$ cat src/rtl/lcd_mem_bias_cfg.svh
// Register offsets, field positions, reset values and timing counts of the LCD memory/bias block.
`ifndef LCD_MEM_BIAS_CFG_SVH
`define LCD_MEM_BIAS_CFG_SVH
`define OFS_MEM_CTRL 4'h0
`define OFS_BIAS_CTRL 4'h4
`define OFS_AUX_CTRL 4'h8
`define OFS_STATUS 4'hC
`define MEM_DISP_BIT 0
`define MEM_CLRM_BIT 1
`define MEM_CLRBM_BIT 2
`define BIAS_PEN_BIT 7
`define BIAS_REFEN_BIT 6
`define BIAS_VREF_LSB 8
`define BIAS_FSEL_LSB 12
`define AUX_BLKMOD_LSB 0
`define AUX_MUX_LSB 2
`define AUX_EXT_BIT 5
`define AUX_CLKSRC_LSB 6
`define AUX_REFLVL_LSB 8
`define MEM_CTRL_RST 16'h0000
`define BIAS_CTRL_RST 16'h0000
`define AUX_CTRL_RST 16'h0000
`define MUX_FIVE 3'h4
`define MEM_WORDS 20
`define PUMP_POST_DIV 3'h7
`define VREF_BASE_MV 12'hA28
`define VREF_STEP_MV 12'h03C
`endif

$ cat src/rtl/lcd_mem_bias_pkg.sv
// Types shared by the LCD memory and bias control block.
package lcd_mem_bias_pkg;
  typedef enum logic [1:0] {
    BLINK_OFF = 2'b00,
    BLINK_SEL = 2'b01,
    BLINK_ALL = 2'b10,
    BLINK_ALT = 2'b11
  } blink_mode_e;
  typedef enum logic [1:0] {
    CLR_IDLE = 2'b00,
    CLR_RUN = 2'b01
  } clr_state_e;
  typedef struct packed {
    logic [3:0] freqSel;
    logic [1:0] srcSel;
    logic enable;
  } pump_cfg_s;
endpackage

$ cat src/rtl/lcd_mem_bias_ctrl.sv
// LCD memory clear, display select and bias control with an AXI4-Lite register slave.
`timescale 1ns/1ns
`include "lcd_mem_bias_cfg.svh"
module lcd_mem_bias_ctrl
  import lcd_mem_bias_pkg::*;
(
  input wire logic clk,
  input wire logic nrst,
  input wire logic [3:0] s_axi_awaddr,
  input wire logic s_axi_awvalid,
  output logic s_axi_awready,
  input wire logic [31:0] s_axi_wdata,
  input wire logic [3:0] s_axi_wstrb,
  input wire logic s_axi_wvalid,
  output logic s_axi_wready,
  output logic [1:0] s_axi_bresp,
  output logic s_axi_bvalid,
  input wire logic s_axi_bready,
  input wire logic [3:0] s_axi_araddr,
  input wire logic s_axi_arvalid,
  output logic s_axi_arready,
  output logic [31:0] s_axi_rdata,
  output logic [1:0] s_axi_rresp,
  output logic s_axi_rvalid,
  input wire logic s_axi_rready,
  input wire logic altPhase,
  input wire logic [2:0] srcTicks,
  input wire logic [4:0] segWrIdx,
  input wire logic [7:0] segWrData,
  input wire logic segWrEn,
  input wire logic blkWrEn,
  output logic [7:0] shownSeg0,
  output logic displaySelect,
  output logic pumpOn,
  output logic [3:0] refCodeOut,
  output logic [11:0] refMillivolt,
  output logic [1:0] effBlinkMode,
  output logic pumpClk
);
  typedef struct packed {
    logic awHeld;
    logic [3:0] awAddr;
    logic wHeld;
    logic [31:0] wData;
    logic [3:0] wStrb;
    logic bValid;
    logic [1:0] bResp;
    logic arReady;
    logic rValid;
    logic [31:0] rData;
    logic [1:0] rResp;
    logic [15:0] biasCtrl;
    logic [15:0] auxCtrl;
    logic dispSel;
    logic [1:0] prevMode;
    clr_state_e segClr;
    clr_state_e blkClr;
    logic [4:0] segIdx;
    logic [4:0] blkIdx;
    logic pumpOn;
    logic [3:0] refCode;
    logic [11:0] refMv;
    logic [1:0] effMode;
    logic [7:0] shown0;
    logic pumpClk;
  } state_s;
  state_s s_r;
  state_s s_nxt;
  logic [7:0] segMem [0:`MEM_WORDS-1];
  logic [7:0] blkMem [0:`MEM_WORDS-1];
  logic pumpTick;
  pump_cfg_s pumpCfg;
  function automatic logic [15:0] mergeHalf(input logic [15:0] old, input logic [31:0] d,
                                            input logic [3:0] be);
    logic [15:0] r;
    r = old;
    if (be[0]) r[7:0] = d[7:0];
    if (be[1]) r[15:8] = d[15:8];
    return r;
  endfunction
  function automatic logic muxFivePlus(input logic [2:0] mux);
    return mux >= `MUX_FIVE;
  endfunction
  logic [1:0] mode;
  logic [2:0] muxSet;
  logic highMux;
  logic wrFire;
  logic [15:0] memRead;
  logic [15:0] memWrite;
  logic wrOk;
  always_comb begin
    mode = s_r.auxCtrl[`AUX_BLKMOD_LSB +: 2];
    muxSet = s_r.auxCtrl[`AUX_MUX_LSB +: 3];
    highMux = muxFivePlus(muxSet);
    wrFire = s_r.awHeld && s_r.wHeld && !s_r.bValid;
    memRead = 16'h0000;
    memRead[`MEM_DISP_BIT] = s_r.dispSel;
    memRead[`MEM_CLRM_BIT] = (s_r.segClr == CLR_RUN);
    memRead[`MEM_CLRBM_BIT] = (s_r.blkClr == CLR_RUN);
    memWrite = mergeHalf(`MEM_CTRL_RST, s_r.wData, s_r.wStrb);
    s_nxt = s_r;
    wrOk = 1'b0;
    if (s_axi_awvalid && !s_r.awHeld) begin
      s_nxt.awHeld = 1'b1;
      s_nxt.awAddr = s_axi_awaddr;
    end
    if (s_axi_wvalid && !s_r.wHeld) begin
      s_nxt.wHeld = 1'b1;
      s_nxt.wData = s_axi_wdata;
      s_nxt.wStrb = s_axi_wstrb;
    end
    if (s_r.bValid && s_axi_bready) begin
      s_nxt.bValid = 1'b0;
    end
    // Segment clear walks one word per cycle and holds its bit until done.
    if (s_r.segClr == CLR_RUN) begin
      s_nxt.segIdx = s_r.segIdx + 5'h01;
      if (s_r.segIdx == 5'(`MEM_WORDS - 1)) begin
        s_nxt.segClr = CLR_IDLE;
        s_nxt.segIdx = 5'h00;
      end
    end
    if (s_r.blkClr == CLR_RUN) begin
      s_nxt.blkIdx = s_r.blkIdx + 5'h01;
      if (s_r.blkIdx == 5'(`MEM_WORDS - 1)) begin
        s_nxt.blkClr = CLR_IDLE;
        s_nxt.blkIdx = 5'h00;
      end
    end
    if (wrFire) begin
      s_nxt.awHeld = 1'b0;
      s_nxt.wHeld = 1'b0;
      s_nxt.bValid = 1'b1;
      wrOk = 1'b1;
      unique case (s_r.awAddr)
        `OFS_MEM_CTRL: begin
          if (memWrite[`MEM_CLRM_BIT] && s_r.segClr == CLR_IDLE) begin
            s_nxt.segClr = CLR_RUN;
          end
          if (memWrite[`MEM_CLRBM_BIT] && !highMux && s_r.blkClr == CLR_IDLE) begin
            s_nxt.blkClr = CLR_RUN;
          end
          if (s_r.wStrb[0] && mode == BLINK_OFF) begin
            s_nxt.dispSel = memWrite[`MEM_DISP_BIT];
          end
        end
        `OFS_BIAS_CTRL: s_nxt.biasCtrl = mergeHalf(s_r.biasCtrl, s_r.wData, s_r.wStrb)
                                         & 16'hFFC0;
        `OFS_AUX_CTRL: s_nxt.auxCtrl = mergeHalf(s_r.auxCtrl, s_r.wData, s_r.wStrb)
                                       & 16'h0FFF;
        `OFS_STATUS: wrOk = 1'b1;
        default: wrOk = 1'b0;
      endcase
      s_nxt.bResp = wrOk ? 2'b00 : 2'b10;
    end
    // Display select: forcing and mirroring override software.
    if (highMux || mode == BLINK_SEL || mode == BLINK_ALL) begin
      s_nxt.dispSel = 1'b0;
    end else if (mode == BLINK_ALT) begin
      s_nxt.dispSel = altPhase;
    end else if (s_r.prevMode == BLINK_ALT) begin
      s_nxt.dispSel = 1'b0;
    end
    s_nxt.prevMode = mode;
    if (muxSet > `MUX_FIVE && (mode == BLINK_SEL || mode == BLINK_ALT)) begin
      s_nxt.effMode = BLINK_OFF;
    end else begin
      s_nxt.effMode = mode;
    end
    s_nxt.arReady = 1'b0;
    if (s_axi_arvalid && !s_r.arReady && !s_r.rValid) begin
      s_nxt.arReady = 1'b1;
      s_nxt.rValid = 1'b1;
      s_nxt.rResp = 2'b00;
      unique case (s_axi_araddr)
        `OFS_MEM_CTRL: s_nxt.rData = {16'h0000, memRead};
        `OFS_BIAS_CTRL: s_nxt.rData = {16'h0000, s_r.biasCtrl};
        `OFS_AUX_CTRL: s_nxt.rData = {16'h0000, s_r.auxCtrl};
        `OFS_STATUS: s_nxt.rData = {16'h0000, 4'h0, s_r.refMv};
        default: begin
          s_nxt.rData = 32'h00000000;
          s_nxt.rResp = 2'b10;
        end
      endcase
    end
    if (s_r.rValid && s_axi_rready) begin
      s_nxt.rValid = 1'b0;
    end
    s_nxt.pumpOn = s_r.biasCtrl[`BIAS_PEN_BIT]
                   && !s_r.auxCtrl[`AUX_EXT_BIT]
                   && (s_r.biasCtrl[`BIAS_VREF_LSB +: 4] != 4'h0
                       || s_r.auxCtrl[`AUX_REFLVL_LSB +: 4] != 4'h0);
    if (s_r.biasCtrl[`BIAS_PEN_BIT] && s_r.biasCtrl[`BIAS_REFEN_BIT]) begin
      s_nxt.refCode = s_r.biasCtrl[`BIAS_VREF_LSB +: 4];
      s_nxt.refMv = `VREF_BASE_MV
                    + 12'(`VREF_STEP_MV * {8'h00, s_r.biasCtrl[`BIAS_VREF_LSB +: 4]});
    end else begin
      s_nxt.refCode = 4'h0;
      s_nxt.refMv = 12'h000;
    end
    s_nxt.shown0 = s_r.dispSel ? blkMem[0] : segMem[0];
    // The pump clock drops with its enable, so no edge follows a switch-off.
    if (!s_nxt.pumpOn) begin
      s_nxt.pumpClk = 1'b0;
    end else if (pumpTick) begin
      s_nxt.pumpClk = !s_r.pumpClk;
    end
  end
  always_ff @(posedge clk) begin
    if (!nrst) begin
      s_r <= '0;
    end else begin
      s_r <= s_nxt;
    end
  end
  // A running clear takes priority over user writes to any word of its memory.
  always_ff @(posedge clk) begin
    if (s_r.segClr == CLR_RUN) begin
      segMem[s_r.segIdx] <= 8'h00;
    end else if (segWrEn && segWrIdx < 5'(`MEM_WORDS)) begin
      segMem[segWrIdx] <= segWrData;
    end
    if (s_r.blkClr == CLR_RUN) begin
      blkMem[s_r.blkIdx] <= 8'h00;
    end else if (blkWrEn && segWrIdx < 5'(`MEM_WORDS)) begin
      blkMem[segWrIdx] <= segWrData;
    end
  end
  always_comb begin
    pumpCfg.freqSel = s_r.biasCtrl[`BIAS_FSEL_LSB +: 4];
    pumpCfg.srcSel = s_r.auxCtrl[`AUX_CLKSRC_LSB +: 2];
    pumpCfg.enable = s_r.pumpOn;
  end
  pump_clock_divider u_div (
    .clk(clk),
    .nrst(nrst),
    .cfg(pumpCfg),
    .srcTicks(srcTicks),
    .pumpTick(pumpTick)
  );
  assign s_axi_awready = s_r.awHeld && s_r.wHeld && !s_r.bValid ? 1'b0 : !s_r.awHeld;
  assign s_axi_wready = !s_r.wHeld;
  assign s_axi_bresp = s_r.bResp;
  assign s_axi_bvalid = s_r.bValid;
  assign s_axi_arready = s_r.arReady;
  assign s_axi_rdata = s_r.rData;
  assign s_axi_rresp = s_r.rResp;
  assign s_axi_rvalid = s_r.rValid;
  assign shownSeg0 = s_r.shown0;
  assign displaySelect = s_r.dispSel;
  assign pumpOn = s_r.pumpOn;
  assign refCodeOut = s_r.refCode;
  assign refMillivolt = s_r.refMv;
  assign effBlinkMode = s_r.effMode;
  assign pumpClk = s_r.pumpClk;
endmodule

$ cat src/rtl/pump_clock_divider.sv
// Charge-pump clock divider: source enable divided by field plus one, then by eight.
`timescale 1ns/1ns
`include "lcd_mem_bias_cfg.svh"
module pump_clock_divider
  import lcd_mem_bias_pkg::*;
(
  input wire logic clk,
  input wire logic nrst,
  input wire pump_cfg_s cfg,
  input wire logic [2:0] srcTicks,
  output logic pumpTick
);
  typedef struct packed {
    logic [3:0] pre;
    logic [2:0] post;
    logic tick;
  } div_s;
  div_s s_r;
  div_s s_nxt;
  logic srcTick;
  always_comb begin
    srcTick = (cfg.srcSel == 2'h0) ? srcTicks[0] :
              (cfg.srcSel == 2'h1) ? srcTicks[1] : srcTicks[2];
    s_nxt = s_r;
    s_nxt.tick = 1'b0;
    if (!cfg.enable) begin
      s_nxt.pre = 4'h0;
      s_nxt.post = 3'h0;
    end else if (srcTick) begin
      if (s_r.pre >= cfg.freqSel) begin
        s_nxt.pre = 4'h0;
        if (s_r.post == `PUMP_POST_DIV) begin
          s_nxt.post = 3'h0;
          s_nxt.tick = 1'b1;
        end else begin
          s_nxt.post = s_r.post + 3'h1;
        end
      end else begin
        s_nxt.pre = s_r.pre + 4'h1;
      end
    end
  end
  always_ff @(posedge clk) begin
    if (!nrst) begin
      s_r <= '0;
    end else begin
      s_r <= s_nxt;
    end
  end
  assign pumpTick = s_r.tick;
endmodule

$ cat config.mk
export PLATFORM = sky130hd
export DESIGN_NAME = lcd_mem_bias_ctrl
export DESIGN_NICKNAME = d
export VERILOG_FILES = /design/src/rtl/lcd_mem_bias_pkg.sv /design/src/rtl/lcd_mem_bias_ctrl.sv /design/src/rtl/pump_clock_divider.sv
export VERILOG_INCLUDE_DIRS = /design/src /design/src/rtl
export SDC_FILE = /design/constraint.sdc
export NUM_CORES = 1
export LEC_CHECK = 0
export ABC_AREA = 1
export BUFFER_PORTS_ARGS = -buffer_cell sky130_fd_sc_hd__buf_2
export CORE_UTILIZATION = 30
export CTS_CLUSTER_DIAMETER = 200
export DETAILED_ROUTE_END_ITERATION = 6
export PLACE_DENSITY = 0.47
export SYNTH_ARGS = -nofsm -noshare
export SYNTH_HDL_FRONTEND = slang
export SYNTH_SLANG_ARGS = --single-unit
$ cat constraint.sdc
create_clock -name clk -period 3.4 [get_ports clk]
set_clock_uncertainty 0.2 [all_clocks]
set_input_delay 0.34 -clock clk [delete_from_list [all_inputs] [get_ports clk]]
set_output_delay 0.34 -clock clk [all_outputs]
set_load 0.005 [all_outputs]
==> qor.yml, run 1 <==
power:
  internal_power_mw: 2.81
  p_sw_share_pct: 24.6
  ir_drop_v: 0.000343
  finalPower_mw: 3.72
  clkPwrFrac_pct: 49.8
  combPwrFrac_pct: 6.0
  seq_power_share_pct: 44.2
  powerDensity_mw_per_mm2: 503
  total_switching_power_uw: 914
  p_leak_nw: 3.36
clock_network:
  cts_made_buffers: 17
  clk_pin_slew_ns: 0.06
  clk_latency_ns: 0.42
  htree_levels: 4
  cts_max_path_buffers: 2
  clock-sinks: 133
  cts_tree: "done"
  cts_root_buf: "clkbuf_16"
synth:
  synth-xor-area-share_pct: 0.711
  synthAdderAreaFrac_pct: 5.97
  synth_top_area_share_pct: 38.0
  synth.cell_area_mm2: 0.00616
  async_reset_ff_share_pct: 0
  ys_seq_elements: 133
  yosys.area_share.simple_pct: 21.4
  avgSynthCellArea_um2: 7.95
  synth_most_common_cell: "nor2_1"
  ys_warn_count: 0
  synth-compound-area-share_pct: 11.6
  synth_edf_count: 16
  synth_mux_area_share_pct: 0
  post-synth-top-area-cell: "dfxtp_1"
  synth_cells: 775
  synth_top_family_by_area: "simple AND/OR/NAND/NOR gates"
  synth-main-ff-cell: "dfxtp_1"
  synth_common_cells: "nor2_1, nand2_1, dfxtp_1, inv_1, buf_4"
  synth_cell_types: 37
  seq_area_frac_synth_pct: 45.8
  synthTopCellsByArea: "dfxtp_1, edfxtp_1, buf_4, nor2_1, nand2_1"
global_routing:
  antenna_found_initial: 0
  first_global_vias: 4583
  grt_pass1_wl_mm: 23.9
  track_usage_pct: 14.6
  grt_max_degree: 38
  grt_remaining_overflow: 0
place:
  gp_congestion: 0.748
  place_area_mm2: 0.00660
  portBuffers: 101
  dpl_worst_slack_ns: 0.468
  dpl.cell_count: 1093
  dp_hpwl_mm: 10.7
timing:
  worstMarginPinSlew_ns: 0.727
  finalSetupTns_ns: 0
  setup_slack_ns: 0.487
  setup_viol: 0
  finalCritPeriodShare_pct: 85.7
  max_slew_margin_pct: 51.5
  fin_hold_ws_ns: 0.0275
  rsz0062_at_grt: "false"
  hold_viol: 0
  layout_min_cycle_time_ns: 2.91
  fmax_mhz: 343
  drv_slew: 0
hold_path:
  min_from: "s_axi_wdata[15]"
  hp-class: "in -> reg"
outcome:
  violations: "design-rule violations"
  outcome: "finished, violations left"
setup_path:
  start_kind: "flip-flop"
  setup.worst_path.end_class: "flip-flop"
  crit_start: "s_r[70]"
  arrival_ns: 3.03
  path_class: "reg -> reg"
  crit_required_ns: 3.51
  worstPathMaxFanout: 3
  reg2reg_from: "s_r[70]"
routing:
  post-route-drc-count: 1
  first_pass_iters: 6
  vias: 4920
  drt-initial-drc-count: 236
  drt_wl_total_mm: 14.7
  avgViaCountPerCell: 4.30
  wl_per_cell_um: 12.8
  ant_nets: 0
layout:
  drive_gt1_share_pct: 17.8
  design_area_mm2: 0.00739
  nets: 959
  final_cells: 1145
  diodes: 0
  num-fill-cells: 2176
  final_core_util_pct: 36.7
  area_growth_pct: 20.0
floorplan:
  die_h_um: 145
  num_rows: 52
  pin_count: 140
  die_area_mm2: 0.0211
  core-area_mm2: 0.0202
  dieWidth_um: 145
  start_util_pct: 30.6
job:
  drv_cap: 0
==> power groups by stage <==
stage / clock network (mW) / logic, mW / registers (mW)
floorplan: 0 / 0.154 / 1.67
global placement: 0 / 0.207 / 1.68
detailed placement: 0 / 0.207 / 1.68
CTS: 1.90 / 0.226 / 1.65
global route: 1.96 / 0.253 / 1.65
finish: 1.85 / 0.223 / 1.65
==> layout make-up <==
class,instances,area (um^2),area share (%)
Multi-Input combinational cell,488,2520,34.1
Timing Repair Buffer,130,773,10.5
Clock buffer,17,425,5.75
Sequential cell,133,2820,38.2
Tap cell,270,338,4.57
Clock inverter,15,169,2.28
Inverter,92,345,4.67
==> cell families after synthesis <==
group	Yosys count
flip-flops	133
AND/OR/NAND/NOR	304
buffers and inverters	173
other	1
adder cells (fa/ha/maj)	27
XOR/XNOR	5
AO/OA/AOI/OAI	132
==> worst paths after layout <==
kind                                         to  slack, ns  cells after the start
worst min register to register          s_r[39]       0.22                      2
worst min-delay path                   s_r[135]       0.03                      3
worst max-delay path            refMillivolt[9]       0.49                     10
worst max register to register  refMillivolt[9]       0.49                     10
==> layer usage <==
layer | wire length (um) | global-route usage, % | vias to the layer above
met5 | 0 | 0 | -
met2 | 6200 | 21.3 | 130
met4 | 249 | 6.37 | 0
met3 | 756 | 3.26 | 17
met1 | 7490 | 20.5 | 2167
li1 | - | - | 2606
==> registers in the layout, indices dropped and copies added, names as in the netlist <==
register and flops:
s_axi_rresp 1, u_div.pumpTick 1, s_axi_rvalid 1, mode 2, effBlinkMode 2, pumpCfg 6
segMem 8, s_r 51, displaySelect 1, refCodeOut 4, s_axi_arready 1, pumpClk 1
u_div.s_r 7, s_axi_bvalid 1, refMillivolt 9, muxSet 3, shownSeg0 8, s_axi_rdata 16
pumpOn 1, s_axi_bresp 1, blkMem 8
==> critical path: stages (launching register included) <==
cell and delay, ns:
dfxtp_1 0.32, fa_1 0.59, fa_1 0.48, fa_1 0.52, or2_2 0.33, nand2_1 0.11
nor2_1 0.06, nand2_1 0.08, nand2_1 0.05, nand2_1 0.05, nor2_1 0.04
==> repair_timing <==
action                                 in CTS  in global routing
gates resized for setup                     0                  0
hold buffers                               20                  0
endpoints found under the hold margin      20                  0
buffers inserted                            0                  0
==> placed cells by master, fill, tap and decap left out, types with 2 or more instances in the layout <==
cell type / n
nor2_1: 119
nand2_1: 118
dfxtp_1: 117
buf_2: 101
inv_1: 90
o21ai_0: 56
a21oi_1: 53
nand3_1: 28
ha_1: 23
conb_1: 20
dlygate4sd3_1: 20
clkbuf_16: 17
edfxtp_1: 16
nor3_1: 12
a211oi_1: 11
buf_4: 9
nand4_1: 8
inv_6: 6
nor4_1: 5
nor3_2: 5
xor2_1: 4
o22ai_1: 4
o211ai_1: 4
fa_1: 4
nor3_4: 3
clkinvlp_4: 3
o21bai_1: 2
clkinv_4: 2
bufinv_16: 2
Power figures use the tool's default switching activity.
==> run 2, diff against run 1 <==
Settings changed: RECOVER_POWER set to 50.
==> qor.yml, run 2 (synthesis gave the netlist of run 1 again) <==
setup_path:
  crit_start: "s_r[70]"  # unchanged
  path_buf_inv: 0  # unchanged
  worstSetupPathDepth: 10  # unchanged
  crit_chain: "fa_1, fa_1, fa_1, or2_2, nand2_1, nor2_1, nand2_1, nand2_1, nand2_1, nor2_1"  # unchanged
  cp_common_cell: "nand2_1"  # unchanged
  slowest_stage: "fa_1"  # unchanged
  worstPathMaxFanout: 3  # unchanged
  crit_required_ns: 3.51  # about the same
  critical_path.max_stage_delay_ns: 0.59  # about the same
  start_kind: "flip-flop"  # unchanged
  worst-r2r-cell-count: 10  # unchanged
  crit_family: "adder cells"  # unchanged
  arrival_ns: 3.03  # about the same
  path_class: "reg -> reg"  # unchanged
  reg2reg_from: "s_r[70]"  # unchanged
  setup.worst_path.end_class: "flip-flop"  # unchanged
routing:
  post-route-drc-count: 1  # unchanged
  drt-initial-drc-count: 238  # was 236
  avgViaCountPerCell: 4.27  # was 4.30
  drt_wl_total_mm: 14.7  # about the same
  wl_per_cell_um: 12.9  # was 12.8 um
  first_pass_iters: 6  # unchanged
  vias: 4886  # was 4920
  ant_nets: 0  # unchanged
power:
  ir_drop_v: 0.000343  # about the same
  p_leak_nw: 3.26  # was 3.36 nW
  powerDensity_mw_per_mm2: 505  # was 503 mW/mm^2
global_routing:
  antenna_found_initial: 0  # unchanged
  grt_pass1_wl_mm: 23.9  # unchanged
  grt_max_degree: 38  # unchanged
  grt_remaining_overflow: 0  # unchanged
  first_global_vias: 4583  # unchanged
  track_usage_pct: 14.6  # unchanged
clock_network:
  clk_pin_slew_ns: 0.06  # about the same
  clock-sinks: 133  # unchanged
  clk_latency_ns: 0.42  # about the same
  cts_made_buffers: 17  # unchanged
  cts-hold-fix-buffers: 20  # unchanged
  cts_root_buf: "clkbuf_16"  # unchanged
  cts_max_path_buffers: 2  # unchanged
  htree_levels: 4  # unchanged
  post-cts-setup-buffer-count: 0  # unchanged
  cts_tree: "done"  # unchanged
  ctsResizeCount: 0  # unchanged
place:
  portBuffers: 101  # unchanged
  gp_congestion: 0.748  # unchanged
  dp_hpwl_mm: 10.7  # unchanged
layout:
  drive_gt1_share_pct: 15.0  # was 17.8%
  diodes: 0  # unchanged
  final_cell_mix: "nor2_1, nand2_1, dfxtp_1"  # unchanged
  nets: 959  # unchanged
  layout_commonest_cell: "nor2_1"  # unchanged
  area_growth_pct: 19.4  # was 20.0%
  top_register: "s_r"  # unchanged
  largest_register_ffs: 51  # unchanged
  num-fill-cells: 2181  # was 2176
  final_core_util_pct: 36.5  # was 36.7%
outcome:
  outcome: "finished, violations left"  # unchanged
  violations: "design-rule violations"  # unchanged
hold_path:
  min_from: "s_axi_wdata[15]"  # unchanged
  holdPathStages: 3  # unchanged
  hp-class: "in -> reg"  # unchanged
floorplan:
  num_rows: 52  # unchanged
  pin_count: 140  # unchanged
  dieWidth_um: 145  # unchanged
  start_util_pct: 30.6  # unchanged
  die_area_mm2: 0.0211  # unchanged
  core-area_mm2: 0.0202  # unchanged
  die_h_um: 145  # unchanged
timing:
  fmax_mhz: 343  # about the same
  rsz0062_at_grt: "false"  # unchanged
  layout_min_cycle_time_ns: 2.91  # about the same
  finalSetupTns_ns: 0  # unchanged
  max_slew_margin_pct: 7.19  # was 51.5%
  worstMarginPinSlew_ns: 1.39  # was 0.727 ns
  hold_viol: 0  # unchanged
  setup_viol: 0  # unchanged
  finalCritPeriodShare_pct: 85.7  # about the same
  drv_slew: 0  # unchanged
job:
  drv_cap: 0  # unchanged
run 2: cell type report:
cell class                 count  area [um^2]  area share (%)
tap                          270          338            4.59
timing repair buffer         130          738            10.0
clock inverter                15          169            2.30
multi-input combinational    488         2520            34.3
inverter                      92          345            4.69
clock buffer                  17          425            5.78
sequential                   133         2820            38.4
run 2: metal layers:
| layer | part of all wire [%] | up-vias | GRT usage, % |
|---|---|---|---|
| met1 | 52 | 2150 | 20.5 |
| met5 | 0 | - | 0 |
| met3 | 4.6 | 16 | 3.26 |
| met4 | 1.7 | 0 | 6.37 |
| met2 | 42 | 117 | 21.3 |
| li1 | - | 2603 | - |
run 2: worst paths after layout:
| check | slack (ns) | endpoint |
|---|---|---|
| setup / recovery | 0.49 | refMillivolt[9] |
| hold / removal | 0.03 | s_r[135] |
| setup reg to reg | 0.49 | refMillivolt[9] |
| hold reg to reg | 0.22 | s_r[39] |
run 2: worst reg2reg max path, stage by stage (launching register included):
cell	delay [ns]
dfxtp_1	0.32
fa_1	0.59
fa_1	0.48
fa_1	0.52
or2_2	0.33
nand2_1	0.11
nor2_1	0.06
nand2_1	0.08
nand2_1	0.05
nand2_1	0.05
nor2_1	0.04
run 2: metrics by stage:
stage | power, mW | setup slack [ns] | hold WS (ns) | cells | instance area [um^2]
floorplan | 1.83 | 0.490 | 0.207 | 794 | 6230
global placement | 1.89 | 0.471 | 0.214 | 1093 | 6600
detailed placement | 1.89 | 0.468 | 0.219 | 1093 | 6600
CTS | 3.77 | 0.472 | 0.00464 | 1145 | 7390
global route | 3.86 | 0.337 | 0.0128 | 1145 | 7360
finish | 3.72 | 0.487 | 0.0273 | 1145 | 7360
run 2: power breakdown:
part	internal [mW]	switching [mW]	leakage [nW]
sequential	1.62	0.0205	1.10
combinational	0.0820	0.139	1.88
clock	1.10	0.754	0.284
